**src/design/mac_params.svh**
```systemverilog
// Offsets, field positions and timing constants of the arming control block
`ifndef MAC_PARAMS_SVH
`define MAC_PARAMS_SVH
// ----------------------------------------------------------------
// Register byte offsets
// ----------------------------------------------------------------
`define MAC_ADR_W 8
`define MAC_OFF_MODE 8'h00
`define MAC_OFF_START_CFG 8'h04
`define MAC_OFF_START_WAIT 8'h08
`define MAC_OFF_STOP_ARM_SUBLEVEL_CFG 8'h0C
`define MAC_OFF_STOP_ARM_SUBLEVEL_WAIT 8'h10
`define MAC_OFF_CTRL 8'h14
`define MAC_OFF_STATUS 8'h18
// ----------------------------------------------------------------
// Field positions
// ----------------------------------------------------------------
`define MAC_POL_BIT 0
`define MAC_SRC_LSB 1
`define MAC_DCH_LSB 8
`define MAC_CTRL_PRESET 0
`define MAC_CTRL_GO 1
`define MAC_CTRL_ABORT 2
`define MAC_ST_BUSY 0
`define MAC_ST_GATE 1
`define MAC_ST_REJECT 2
`define MAC_ST_DONE 3
`define MAC_ST_STATE_LSB 4
`define MAC_MODE_LAST 5'h18
`define MAC_WAIT_W 32
// ----------------------------------------------------------------
// Default waits, in ns, cycles or events
// ----------------------------------------------------------------
`define MAC_TB_NS 2
`define MAC_HOLD_NS 2
`define MAC_INTERVAL_SAMPLING_NS 10000
`define MAC_TIME_SAMPLING_NS 1000000000
`define MAC_CYCLE_SAMPLING_CYC 32'h0000_0010
`define MAC_EVH_EVT 32'h0000_0001
`define MAC_EDGE_THEN_EVENT_EVT 32'h0000_0001
`define MAC_EVENT_THEN_EVENT_EVT 32'h0000_000A
`endif

```
**src/design/mac_pkg.sv**
```systemverilog
// Types shared by the arming control block
`include "mac_params.svh"
package mac_pkg;
  typedef enum logic [4:0] {
    mode_free_running_arm = 5'h00, mode_edge_holdoff = 5'h01, mode_time_holdoff = 5'h02,
    mode_event_holdoff = 5'h03, mode_interval_sampling = 5'h04, mode_time_sampling = 5'h05,
    mode_cycle_sampling = 5'h06, mode_edge_sampling = 5'h07, mode_parity_sampling = 5'h08,
    mode_repetitive_edge = 5'h09, mode_repetitive_edge_parity = 5'h0A,
    mode_random_sampling = 5'h0B, mode_edge_then_interval = 5'h0C, mode_edge_then_time = 5'h0D,
    mode_edge_then_edge = 5'h0E, mode_gated_by_external = 5'h0F, mode_edge_then_cycle = 5'h10,
    mode_edge_then_event = 5'h11, mode_edge_then_parity = 5'h12, mode_edge_then_random = 5'h13,
    mode_time_then_interval = 5'h14, mode_time_then_time = 5'h15,
    mode_event_then_interval = 5'h16, mode_event_then_event = 5'h17,
    mode_operator_triggered = 5'h18
  } mac_mode_e;
  typedef enum logic [1:0] {src_chan_a = 2'h0, src_chan_b = 2'h1, src_ext_arm = 2'h2} mac_src_e;
  typedef enum logic [1:0] {dch_chan_a = 2'h0, dch_chan_b = 2'h1, dch_timebase = 2'h2} mac_dch_e;
  typedef enum logic [3:0] {
    st_idle = 4'b0001, st_edge = 4'b0010, st_hold = 4'b0100, st_run = 4'b1000
  } mac_state_e;
  typedef struct packed {
    logic pol;
    mac_src_e src;
    mac_dch_e count_source_channel;
    logic [`MAC_WAIT_W-1:0] wait_val;
  } mac_stage_s;
  typedef struct packed {
    logic st_edge, st_wait, st_time, st_dch;
    logic sp_edge, sp_time, sp_cycle, sp_event, sp_wait, sp_dch, noncont;
  } mac_caps_s;
endpackage

```
**src/design/mac_arming.sv**
```systemverilog
// Arming sequencer with classic Wishbone register slave
//
// Function
// Edge then count events starts measurement
// Stop after programmed stop event count
// Start and stop counts share start edge
// Reject fields the mode leaves undefined
// Preset, remote or local key, restores defaults
// Source A, B or external; A, rising default
// Timebase usable as cycle count source
// Per-mode default wait values
// Two sublevels: start and sample
// Host sets mode before sublevel fields
// Defaults shown; stageless modes take nothing
// Host command lines stay short
// Start/stop modes take one measurement
// Time waits are timebase down-counters
// Mode enum selects active fields
//
// The register offsets and the Wishbone interface to the registers were left to the implementer.
`timescale 1ns/1ps
`include "mac_params.svh"
module mac_arming #(
  parameter int unsigned INTERVAL_TICKS = `MAC_INTERVAL_SAMPLING_NS / `MAC_TB_NS,
  parameter int unsigned TIME_STOP_ARM_SUBLEVEL_TICKS = `MAC_TIME_SAMPLING_NS / `MAC_TB_NS
) (
  input wire logic core_clk,
  input wire logic rst_b,
  input wire logic [`MAC_ADR_W-1:0] wb_adr_i,
  input wire logic [31:0] wb_dat_i,
  output logic [31:0] wb_dat_o,
  input wire logic [3:0] wb_sel_i,
  input wire logic wb_we_i,
  input wire logic wb_cyc_i,
  input wire logic wb_stb_i,
  output logic wb_ack_o,
  input wire logic chan_a,
  input wire logic chan_b,
  input wire logic ext_arm,
  input wire logic timebase_tick,
  input wire logic panel_preset,
  input wire logic local_mode,
  output logic block_arm,
  output logic sample_arm,
  output logic meas_gate,
  output logic acq_busy
);
  localparam int unsigned HOLD_TICKS_RAW = `MAC_HOLD_NS / `MAC_TB_NS;
  localparam int unsigned HOLD_TICKS = (HOLD_TICKS_RAW < 1) ? 1 : HOLD_TICKS_RAW;

  // ----------------------------------------------------------------
  // Mode capability and default tables
  // ----------------------------------------------------------------
  function automatic mac_pkg::mac_caps_s caps_of(input mac_pkg::mac_mode_e m);
    mac_pkg::mac_caps_s c;
    c = '0;
    c.st_edge = !(m inside {mac_pkg::mode_free_running_arm, mac_pkg::mode_interval_sampling,
      mac_pkg::mode_time_sampling, mac_pkg::mode_cycle_sampling, mac_pkg::mode_edge_sampling,
      mac_pkg::mode_parity_sampling, mac_pkg::mode_random_sampling,
      mac_pkg::mode_operator_triggered});
    c.st_time = m inside {mac_pkg::mode_time_holdoff, mac_pkg::mode_time_then_interval,
      mac_pkg::mode_time_then_time};
    c.st_dch = m inside {mac_pkg::mode_event_holdoff, mac_pkg::mode_event_then_interval,
      mac_pkg::mode_event_then_event};
    c.st_wait = c.st_time | c.st_dch;
    c.sp_edge = m inside {mac_pkg::mode_edge_sampling, mac_pkg::mode_edge_then_edge,
      mac_pkg::mode_gated_by_external};
    c.sp_time = m inside {mac_pkg::mode_interval_sampling, mac_pkg::mode_time_sampling,
      mac_pkg::mode_edge_then_interval, mac_pkg::mode_edge_then_time,
      mac_pkg::mode_time_then_interval, mac_pkg::mode_time_then_time,
      mac_pkg::mode_event_then_interval};
    c.sp_cycle = m inside {mac_pkg::mode_cycle_sampling, mac_pkg::mode_edge_then_cycle};
    c.sp_event = m inside {mac_pkg::mode_edge_then_event, mac_pkg::mode_event_then_event};
    c.sp_wait = c.sp_time | c.sp_cycle | c.sp_event;
    c.sp_dch = c.sp_cycle | c.sp_event;
    c.noncont = m inside {mac_pkg::mode_edge_then_time, mac_pkg::mode_edge_then_event,
      mac_pkg::mode_time_then_time, mac_pkg::mode_event_then_event,
      mac_pkg::mode_operator_triggered};
    return c;
  endfunction

  // Channel A, rising edge and the mode's wait are the defaults
  function automatic mac_pkg::mac_stage_s dflt_of(input mac_pkg::mac_mode_e m, input logic stop_arm_sublevel);
    mac_pkg::mac_stage_s s;
    mac_pkg::mac_caps_s c;
    c = caps_of(m);
    s = '0;
    s.src = mac_pkg::src_chan_a;
    s.count_source_channel = mac_pkg::dch_chan_a;
    if (!stop_arm_sublevel) begin
      if (c.st_time) begin
        s.wait_val = `MAC_WAIT_W'(HOLD_TICKS);
      end else if (c.st_dch) begin
        s.wait_val = `MAC_EVH_EVT;
      end
    end else if (c.sp_cycle) begin
      s.wait_val = `MAC_CYCLE_SAMPLING_CYC;
    end else if (c.sp_event) begin
      s.wait_val = (m == mac_pkg::mode_event_then_event) ? `MAC_EVENT_THEN_EVENT_EVT : `MAC_EDGE_THEN_EVENT_EVT;
    end else if (m inside {mac_pkg::mode_time_sampling, mac_pkg::mode_edge_then_time,
        mac_pkg::mode_time_then_time}) begin
      s.wait_val = `MAC_WAIT_W'(TIME_STOP_ARM_SUBLEVEL_TICKS);
    end else if (c.sp_time) begin
      s.wait_val = `MAC_WAIT_W'(INTERVAL_TICKS);
    end
    return s;
  endfunction

  // ----------------------------------------------------------------
  // Registers and bus strobes
  // ----------------------------------------------------------------
  mac_pkg::mac_mode_e mode_reg, mode_next;
  mac_pkg::mac_stage_s start_reg, start_next, stop_arm_sublevel_reg, stop_arm_sublevel_next;
  mac_pkg::mac_state_e state_reg, state_next;
  mac_pkg::mac_caps_s caps;
  logic [`MAC_WAIT_W-1:0] hold_cnt_reg, stop_arm_sublevel_cnt_reg, stop_cnt_reg;
  logic [2:0] pin_prev_reg;
  logic [2:0] rise, fall;
  logic reject_reg, done_reg, rej_now;
  logic wb_req, wb_wr, go_cmd, abort_cmd, preset_now, w1c_reject, w1c_done;
  logic st_hit, sp_hit, hold_dec, stop_arm_sublevel_dec, stop_evt, stop_reached;
  logic fire_block, fire_stop_arm_sublevel, end_meas;

  assign caps = caps_of(mode_reg);
  assign wb_req = wb_cyc_i & wb_stb_i;
  // Writes land on the edge where ack is seen high
  assign wb_wr = wb_req & wb_we_i & wb_ack_o;
  assign go_cmd = wb_wr && wb_adr_i == `MAC_OFF_CTRL && wb_sel_i[0] && wb_dat_i[`MAC_CTRL_GO];
  assign abort_cmd = wb_wr && wb_adr_i == `MAC_OFF_CTRL && wb_sel_i[0]
    && wb_dat_i[`MAC_CTRL_ABORT];
  assign preset_now = (wb_wr && wb_adr_i == `MAC_OFF_CTRL && wb_sel_i[0]
    && wb_dat_i[`MAC_CTRL_PRESET]) || (panel_preset && local_mode);
  assign w1c_reject = wb_wr && wb_adr_i == `MAC_OFF_STATUS && wb_sel_i[0]
    && wb_dat_i[`MAC_ST_REJECT];
  assign w1c_done = wb_wr && wb_adr_i == `MAC_OFF_STATUS && wb_sel_i[0]
    && wb_dat_i[`MAC_ST_DONE];

  always_ff @(posedge core_clk) begin
    if (!rst_b) begin
      wb_ack_o <= 1'b0;
    end else begin
      wb_ack_o <= wb_req & ~wb_ack_o;
    end
  end

  // ----------------------------------------------------------------
  // Sublevel write decode
  // ----------------------------------------------------------------
  // Config lanes are checked on their own, wait writes as a whole; a refused lane keeps its old field
  always_comb begin
    mode_next = mode_reg;
    start_next = start_reg;
    stop_arm_sublevel_next = stop_arm_sublevel_reg;
    rej_now = 1'b0;
    if (wb_wr) begin
      unique case (wb_adr_i)
        `MAC_OFF_MODE: begin
          if (wb_sel_i[0]) begin
            if (wb_dat_i[4:0] <= `MAC_MODE_LAST) begin
              mode_next = mac_pkg::mac_mode_e'(wb_dat_i[4:0]);
              // Mode change reloads both sublevels, so it must come first
              start_next = dflt_of(mode_next, 1'b0); // see R10
              stop_arm_sublevel_next = dflt_of(mode_next, 1'b1);
            end else begin
              rej_now = 1'b1;
            end
          end
        end
        `MAC_OFF_START_CFG: begin
          if (wb_sel_i[0]) begin
            if (caps.st_edge && wb_dat_i[`MAC_SRC_LSB+:2] != 2'h3) begin // see R4
              start_next.pol = wb_dat_i[`MAC_POL_BIT];
              start_next.src = mac_pkg::mac_src_e'(wb_dat_i[`MAC_SRC_LSB+:2]);
            end else begin
              rej_now = 1'b1;
            end
          end
          if (wb_sel_i[1]) begin
            if (caps.st_dch && !wb_dat_i[`MAC_DCH_LSB+1]) begin
              start_next.count_source_channel = mac_pkg::mac_dch_e'(wb_dat_i[`MAC_DCH_LSB+:2]);
            end else begin
              rej_now = 1'b1;
            end
          end
        end
        `MAC_OFF_STOP_ARM_SUBLEVEL_CFG: begin
          if (wb_sel_i[0]) begin
            if (caps.sp_edge && wb_dat_i[`MAC_SRC_LSB+:2] != 2'h3) begin
              stop_arm_sublevel_next.pol = wb_dat_i[`MAC_POL_BIT];
              stop_arm_sublevel_next.src = mac_pkg::mac_src_e'(wb_dat_i[`MAC_SRC_LSB+:2]);
            end else begin
              rej_now = 1'b1;
            end
          end
          if (wb_sel_i[1]) begin
            // Timebase only counts in cycle sampling and edge then cycle
            if (caps.sp_dch && wb_dat_i[`MAC_DCH_LSB+:2] != 2'h3
                && (caps.sp_cycle || !wb_dat_i[`MAC_DCH_LSB+1])) begin // see R4
              stop_arm_sublevel_next.count_source_channel = mac_pkg::mac_dch_e'(wb_dat_i[`MAC_DCH_LSB+:2]);
            end else begin
              rej_now = 1'b1;
            end
          end
        end
        `MAC_OFF_START_WAIT, `MAC_OFF_STOP_ARM_SUBLEVEL_WAIT: begin
          if (wb_sel_i != 4'h0) begin
            if (wb_adr_i == `MAC_OFF_START_WAIT ? caps.st_wait : caps.sp_wait) begin
              for (int i = 0; i < 4; i++) begin
                if (wb_sel_i[i]) begin
                  if (wb_adr_i == `MAC_OFF_START_WAIT) begin
                    start_next.wait_val[i*8+:8] = wb_dat_i[i*8+:8];
                  end else begin
                    stop_arm_sublevel_next.wait_val[i*8+:8] = wb_dat_i[i*8+:8];
                  end
                end
              end
            end else begin
              rej_now = 1'b1;
            end
          end
        end
        default: begin
        end
      endcase
    end
  end

  always_ff @(posedge core_clk) begin
    if (!rst_b) begin
      mode_reg <= mac_pkg::mode_free_running_arm;
      start_reg <= '0;
      stop_arm_sublevel_reg <= '0;
    end else if (preset_now) begin
      mode_reg <= mac_pkg::mode_free_running_arm;
      start_reg <= dflt_of(mac_pkg::mode_free_running_arm, 1'b0);
      stop_arm_sublevel_reg <= dflt_of(mac_pkg::mode_free_running_arm, 1'b1);
    end else begin
      mode_reg <= mode_next;
      start_reg <= start_next;
      stop_arm_sublevel_reg <= stop_arm_sublevel_next;
    end
  end

  // Set wins over write-one-clear
  always_ff @(posedge core_clk) begin
    if (!rst_b) begin
      reject_reg <= 1'b0;
      done_reg <= 1'b0;
    end else begin
      reject_reg <= rej_now | (reject_reg & ~w1c_reject);
      done_reg <= end_meas | (done_reg & ~w1c_done);
    end
  end

  always_ff @(posedge core_clk) begin
    if (!rst_b) begin
      wb_dat_o <= 32'h0000_0000;
    end else if (wb_req && !wb_ack_o) begin
      unique case (wb_adr_i)
        `MAC_OFF_MODE: wb_dat_o <= {27'h0, mode_reg};
        `MAC_OFF_START_CFG: wb_dat_o <= {22'h0, start_reg.count_source_channel, 5'h0, start_reg.src,
          start_reg.pol};
        `MAC_OFF_START_WAIT: wb_dat_o <= start_reg.wait_val;
        `MAC_OFF_STOP_ARM_SUBLEVEL_CFG: wb_dat_o <= {22'h0, stop_arm_sublevel_reg.count_source_channel, 5'h0, stop_arm_sublevel_reg.src, stop_arm_sublevel_reg.pol};
        `MAC_OFF_STOP_ARM_SUBLEVEL_WAIT: wb_dat_o <= stop_arm_sublevel_reg.wait_val;
        `MAC_OFF_STATUS: wb_dat_o <= {24'h0, state_reg, done_reg, reject_reg, meas_gate,
          acq_busy};
        default: wb_dat_o <= 32'h0000_0000;
      endcase
    end
  end

  // ----------------------------------------------------------------
  // Input edges and count sources
  // ----------------------------------------------------------------
  always_ff @(posedge core_clk) begin
    if (!rst_b) begin
      pin_prev_reg <= 3'h0;
    end else begin
      pin_prev_reg <= {ext_arm, chan_b, chan_a};
    end
  end

  assign rise = {ext_arm, chan_b, chan_a} & ~pin_prev_reg;
  assign fall = ~{ext_arm, chan_b, chan_a} & pin_prev_reg;

  function automatic logic edge_of(input mac_pkg::mac_stage_s s, input logic [2:0] r,
      input logic [2:0] f);
    logic [3:0] v;
    v = s.pol ? {1'b0, f} : {1'b0, r};
    return v[s.src];
  endfunction

  // Event counting uses rising edges of the count source
  function automatic logic count_of(input mac_pkg::mac_dch_e d, input logic [2:0] r,
      input logic tick);
    return (d == mac_pkg::dch_timebase) ? tick : (d == mac_pkg::dch_chan_b) ? r[1] : r[0];
  endfunction

  assign st_hit = edge_of(start_reg, rise, fall);
  assign sp_hit = edge_of(stop_arm_sublevel_reg, rise, fall);
  assign hold_dec = caps.st_time ? timebase_tick
    : count_of(start_reg.count_source_channel, rise, timebase_tick); // see R1
  assign stop_arm_sublevel_dec = caps.sp_cycle ? count_of(stop_arm_sublevel_reg.count_source_channel, rise, timebase_tick)
    : timebase_tick; // see R7
  assign stop_evt = count_of(stop_arm_sublevel_reg.count_source_channel, rise, timebase_tick);
  assign stop_reached = (stop_cnt_reg + `MAC_WAIT_W'(stop_evt)) >= stop_arm_sublevel_reg.wait_val;

  // ----------------------------------------------------------------
  // Arming sequence
  // ----------------------------------------------------------------
  always_comb begin
    state_next = state_reg;
    fire_block = 1'b0;
    fire_stop_arm_sublevel = 1'b0;
    end_meas = 1'b0;
    unique case (state_reg)
      mac_pkg::st_idle: begin
        if (go_cmd) begin
          if (caps.st_edge) begin
            state_next = mac_pkg::st_edge;
          end else begin
            fire_block = 1'b1;
            state_next = mac_pkg::st_run;
          end
        end
      end
      mac_pkg::st_edge: begin
        if (st_hit) begin
          if (caps.st_wait) begin
            state_next = mac_pkg::st_hold;
          end else begin
            fire_block = 1'b1;
            state_next = mac_pkg::st_run;
          end
        end
      end
      mac_pkg::st_hold: begin
        if (hold_dec && hold_cnt_reg <= `MAC_WAIT_W'(1)) begin // see R1
          fire_block = 1'b1;
          state_next = mac_pkg::st_run;
        end
      end
      mac_pkg::st_run: begin
        if (caps.sp_event) begin
          end_meas = stop_reached;
        end else if (caps.sp_time || caps.sp_cycle) begin
          if (stop_arm_sublevel_dec && stop_arm_sublevel_cnt_reg <= `MAC_WAIT_W'(1)) begin
            fire_stop_arm_sublevel = 1'b1;
            end_meas = caps.noncont;
          end
        end else if (caps.sp_edge) begin
          fire_stop_arm_sublevel = sp_hit;
        end else begin
          // Stageless operator mode holds the gate until abort
          fire_stop_arm_sublevel = !caps.noncont;
        end
        if (end_meas) begin
          state_next = mac_pkg::st_idle;
        end
      end
      default: state_next = mac_pkg::st_idle;
    endcase
    if (abort_cmd || preset_now) begin
      state_next = mac_pkg::st_idle;
    end
  end

  always_ff @(posedge core_clk) begin
    if (!rst_b) begin
      state_reg <= mac_pkg::st_idle;
    end else begin
      state_reg <= state_next;
    end
  end

  always_ff @(posedge core_clk) begin
    if (!rst_b) begin
      hold_cnt_reg <= '0;
      stop_arm_sublevel_cnt_reg <= '0;
      stop_cnt_reg <= '0;
    end else begin
      if (state_reg == mac_pkg::st_edge && st_hit) begin
        hold_cnt_reg <= start_reg.wait_val;
        stop_cnt_reg <= '0;
      end else begin
        if (hold_dec && hold_cnt_reg != '0) begin
          hold_cnt_reg <= hold_cnt_reg - `MAC_WAIT_W'(1);
        end
        if (stop_evt && !(state_reg == mac_pkg::st_idle)) begin
          stop_cnt_reg <= stop_cnt_reg + `MAC_WAIT_W'(1);
        end
      end
      if (fire_block || fire_stop_arm_sublevel) begin
        stop_arm_sublevel_cnt_reg <= stop_arm_sublevel_reg.wait_val;
      end else if (stop_arm_sublevel_dec && stop_arm_sublevel_cnt_reg != '0) begin
        stop_arm_sublevel_cnt_reg <= stop_arm_sublevel_cnt_reg - `MAC_WAIT_W'(1);
      end
    end
  end

  // One measurement per block in start/stop modes
  always_ff @(posedge core_clk) begin
    if (!rst_b) begin
      block_arm <= 1'b0;
      sample_arm <= 1'b0;
      meas_gate <= 1'b0;
      acq_busy <= 1'b0;
    end else begin
      block_arm <= fire_block;
      sample_arm <= fire_stop_arm_sublevel;
      acq_busy <= state_next != mac_pkg::st_idle;
      if (end_meas || abort_cmd || preset_now) begin
        meas_gate <= 1'b0;
      end else if (fire_block && caps.noncont) begin
        meas_gate <= 1'b1;
      end
    end
  end
endmodule

```
**config.mk**
```make
export PLATFORM = sky130hd
export DESIGN_NAME = mac_arming
export DESIGN_NICKNAME = d
export VERILOG_FILES = /design/src/design/mac_pkg.sv /design/src/design/mac_arming.sv
export VERILOG_INCLUDE_DIRS = /design/src /design/src/design
export SDC_FILE = /design/constraint.sdc
export NUM_CORES = 1
export LEC_CHECK = 0
export BUFFER_PORTS_ARGS = -buffer_cell sky130_fd_sc_hd__buf_2
export CAP_MARGIN = 15
export CORE_ASPECT_RATIO = 0.6
export CORE_UTILIZATION = 30
export DETAILED_ROUTE_END_ITERATION = 12
export PLACE_DENSITY = 0.5
export SETUP_SLACK_MARGIN = 0.3
export SLEW_MARGIN = 20
export SYNTH_ARGS = -nofsm -noshare
export SYNTH_HDL_FRONTEND = slang
export SYNTH_SLANG_ARGS = --single-unit
```
**constraint.sdc**
```tcl
create_clock -name core_clk -period 5.9 [get_ports core_clk]
set_clock_uncertainty 0.05 [all_clocks]
set_input_delay 0.885 -clock core_clk [delete_from_list [all_inputs] [get_ports core_clk]]
set_output_delay 0.885 -clock core_clk [all_outputs]
set_load 0.02 [all_outputs]
```
==> run summary <==
Status -> complete, no violations
TritonCTS clock tree -> yes
Final setup vio count -> 0
Die X -> 264 um
# nets final -> 1655
CTS Buffer Depth -> 3
Worst skew pair latency -> 0.55 ns
Comb power frac -> 33.3%
Max cap viols -> 0
First-pass GRT wire length -> 63800 um
EDFF count, synth -> 0
NetSw -> 1.87 mW
Worst Tran Pin Value -> 1.04 ns
Asr flop ratio synth -> 0%
Core Footprint -> 40500 um2
Total die area -> 42000 um2
Post-CTS Hold Buffers -> 0
Register bit total from synthesis -> 221
Routability cong. -> 0.903
Worst VDD drop -> 195 uV
Slowest stage delay, CP -> 0.39 ns
Count of cell types in the netlist -> 92
Critical Path Sink Type -> flip-flop
Cts repair resizes -> 0
Layout area overhead -> 12.8%
Hold crit path type -> flip-flop to flip-flop
Req. time, crit path -> 6.28 ns
Final setup TNS -> 0 ns
Total CTS buffers -> 24
Vias in the first global route -> 10600
Vias per inst -> 5.47
Critical Path Start -> chan_a
Internal -> 3.29 mW
Root Driver -> clkbuf_16
Clock sinks -> 221
Yosys top cell by area -> dfxtp_1
Post-synth top cells -> 221 x dfxtp_1, 177 x nor2_1, 132 x nand2_1, 114 x a21oi_1, 90 x nand3_1
FMAX -> 0.198 GHz
Tot Pwr -> 5.16 mW
Final hold violation count -> 0
Final hold slack -> 0.419 ns
RSZ-0062 raised after global routing -> no
Min Clock Period, post-route -> 5.04 ns
Residual DRC -> 0
WP data arrival -> 5.42 ns
Worst slew margin -> 30.0%
Ys flop type -> dfxtp_1
Static Leak -> 5.00 nW
Family with the most delay on the worst path -> simple AND/OR/NAND/NOR gates
Port-buffer cells -> 91
Max-slew violation count -> 0
Launching point of the worst reg2reg path -> pin_prev_reg[0]
Min-delay src -> start_reg[10]
Count leader, synth -> dfxtp_1
Final instance area -> 13900 um2
Layout cells sized above 1 -> 12.6%
Clock power frac -> 30.5%
Drt wl/cell -> 19.7 um
Kind of critical path -> input port to flip-flop
DP HPWL -> 31500 um
H-tree depth -> 1
DR vias -> 11500
Sw frac -> 36.2%
Antenna violations before repair -> 0
Clock Pin Slew Worst Setup and Hold Paths -> 0.06 ns
Sequential share of the synthesized area -> 35.8%
Crit path cell chain -> buf_2, and2b_1, o22ai_1, nor2_1, ha_1, ha_1, nand3_1, nor3_1, nand3_1, nor2_1, nand2_1, nor2_1, xor2_1, ha_1, a21o_1, a211o_1, o211ai_1, a21oi_1, nor3_1, buf_4, o21ai_0, a221o_1
Cell area after synthesis -> 12300 um2
Row cnt -> 57
Final Cycle Share -> 85.5%
Post-Place Cells -> 2066
Yosys top cell area share -> 35.8%
Pin count of the biggest net entering global routing -> 66
Critical path's slowest cell -> a221o_1
GR Overflow Total -> 0
IO Count -> 92
Post-route ant nets -> 0
Syn Inst Count -> 1534
CP startpoint kind -> input port
GRT Total Usage -> 19.4%
Power density cells -> 370 nW/um2
Die H -> 159 um
Top post-synthesis cells by area -> dfxtp_1 36%, nor2_1 5.4%, a21oi_1 4.6%
Post-Syn Nets -> 1628
Starting density of the core -> 30.5%
Worst path bufs/invs -> 2
YS warnings -> 0
Seq pwr share -> 36.2%
DR pass1 iterations -> 5
Critical Path Fanout Max -> 5
Postcts setup bufs -> 0
Avg Cell Area, Syn -> 8.05 um2
Fin cells -> 2107
Routed WL -> 41500 um
Placed instance area -> 13100 um2
Initial DRC count -> 1188
## per-layer routing
| layer | track usage [%] | vias to the layer above | part of all wire, % |
|---|---|---|---|
| met3 | 4.13 | 56 | 7.1 |
| met5 | 0 | - | 0 |
| li1 | - | 5563 | - |
| met1 | 30.3 | 5533 | 52 |
| met4 | 5.02 | 0 | 2.4 |
| met2 | 26.1 | 375 | 39 |
## cell type report
cell class / instances / area (um2)
Inverter: 46 / 173
Sequential cell: 221 / 4420
Tap cell: 531 / 664
Clock inverter: 6 / 105
Fill cell: 4354 / 26600
Timing Repair Buffer: 105 / 561
Antenna cell: 1 / 2.50
Clock buffer: 34 / 679
Multi-Input combinational cell: 1163 / 7320
## layout by cell type, fill, tap and decap left out, drive strengths merged, types with 39 or more instances in the layout
cell type and n:
a211oi 45, a21oi 117, buf 105, dfxtp 221
ha 39, inv 46, nand2 133, nand3 91
nor2 180, nor3 64, o21ai 62, xnor2 56
xor2 57
## logic make-up (layout without fill, tap and decap cells)
group           Yosys count  after routing  synth area share [%]
buf+inv                 150            191                  5.10
xor+xnor                113            113                  8.02
flops                   221            221                  35.8
other cells               0              1                     0
simple gates            642            642                  26.2
fa+ha+maj                39             39                  3.95
mux                      17             17                  1.92
compound gates          352            352                  19.0
## worst reg2reg max path, cell delays in order (launching register included)
cell and delay, ns:
dfxtp_1 0.33, and2b_1 0.28, o22ai_1 0.15, nor2_1 0.26
ha_1 0.22, ha_1 0.18, nand3_1 0.13, nor3_1 0.33
nand3_1 0.18, nor2_1 0.35, nand2_1 0.15, nor2_1 0.16
xor2_1 0.18, ha_1 0.26, a21o_1 0.17, a211o_1 0.28
o211ai_1 0.09, a21oi_1 0.13, nor3_1 0.22, buf_4 0.18
o21ai_0 0.19, a221o_1 0.39
## final timing paths
path	slack (ns)	end	depth (start not counted)
max	0.86	state_reg[0]	22
min	0.42	start_reg[10]	2
max reg2reg	0.91	state_reg[0]	21
min reg2reg	0.42	start_reg[10]	2
## metrics by stage
stage	worst slack (ns)	util [%]
final	0.856	34.4
after global routing	0.495	34.4
after CTS	0.867	34.4
after detailed placement	0.322	32.4
after global placement	0.460	32.4
after floorplan	1.35	-
## power by group through the flow
stage | clock network (mW) | registers, mW | logic, mW
4_1_cts | 1.61 | 1.86 | 1.68
3_3_place_gp | 0 | 1.89 | 1.65
3_5_place_dp | 0 | 1.89 | 1.67
6_report | 1.57 | 1.87 | 1.72
2_1_floorplan | 0 | 1.87 | 1.25
5_1_grt | 1.67 | 1.90 | 1.88
No activity file was read; power rests on OpenSTA's default activity.
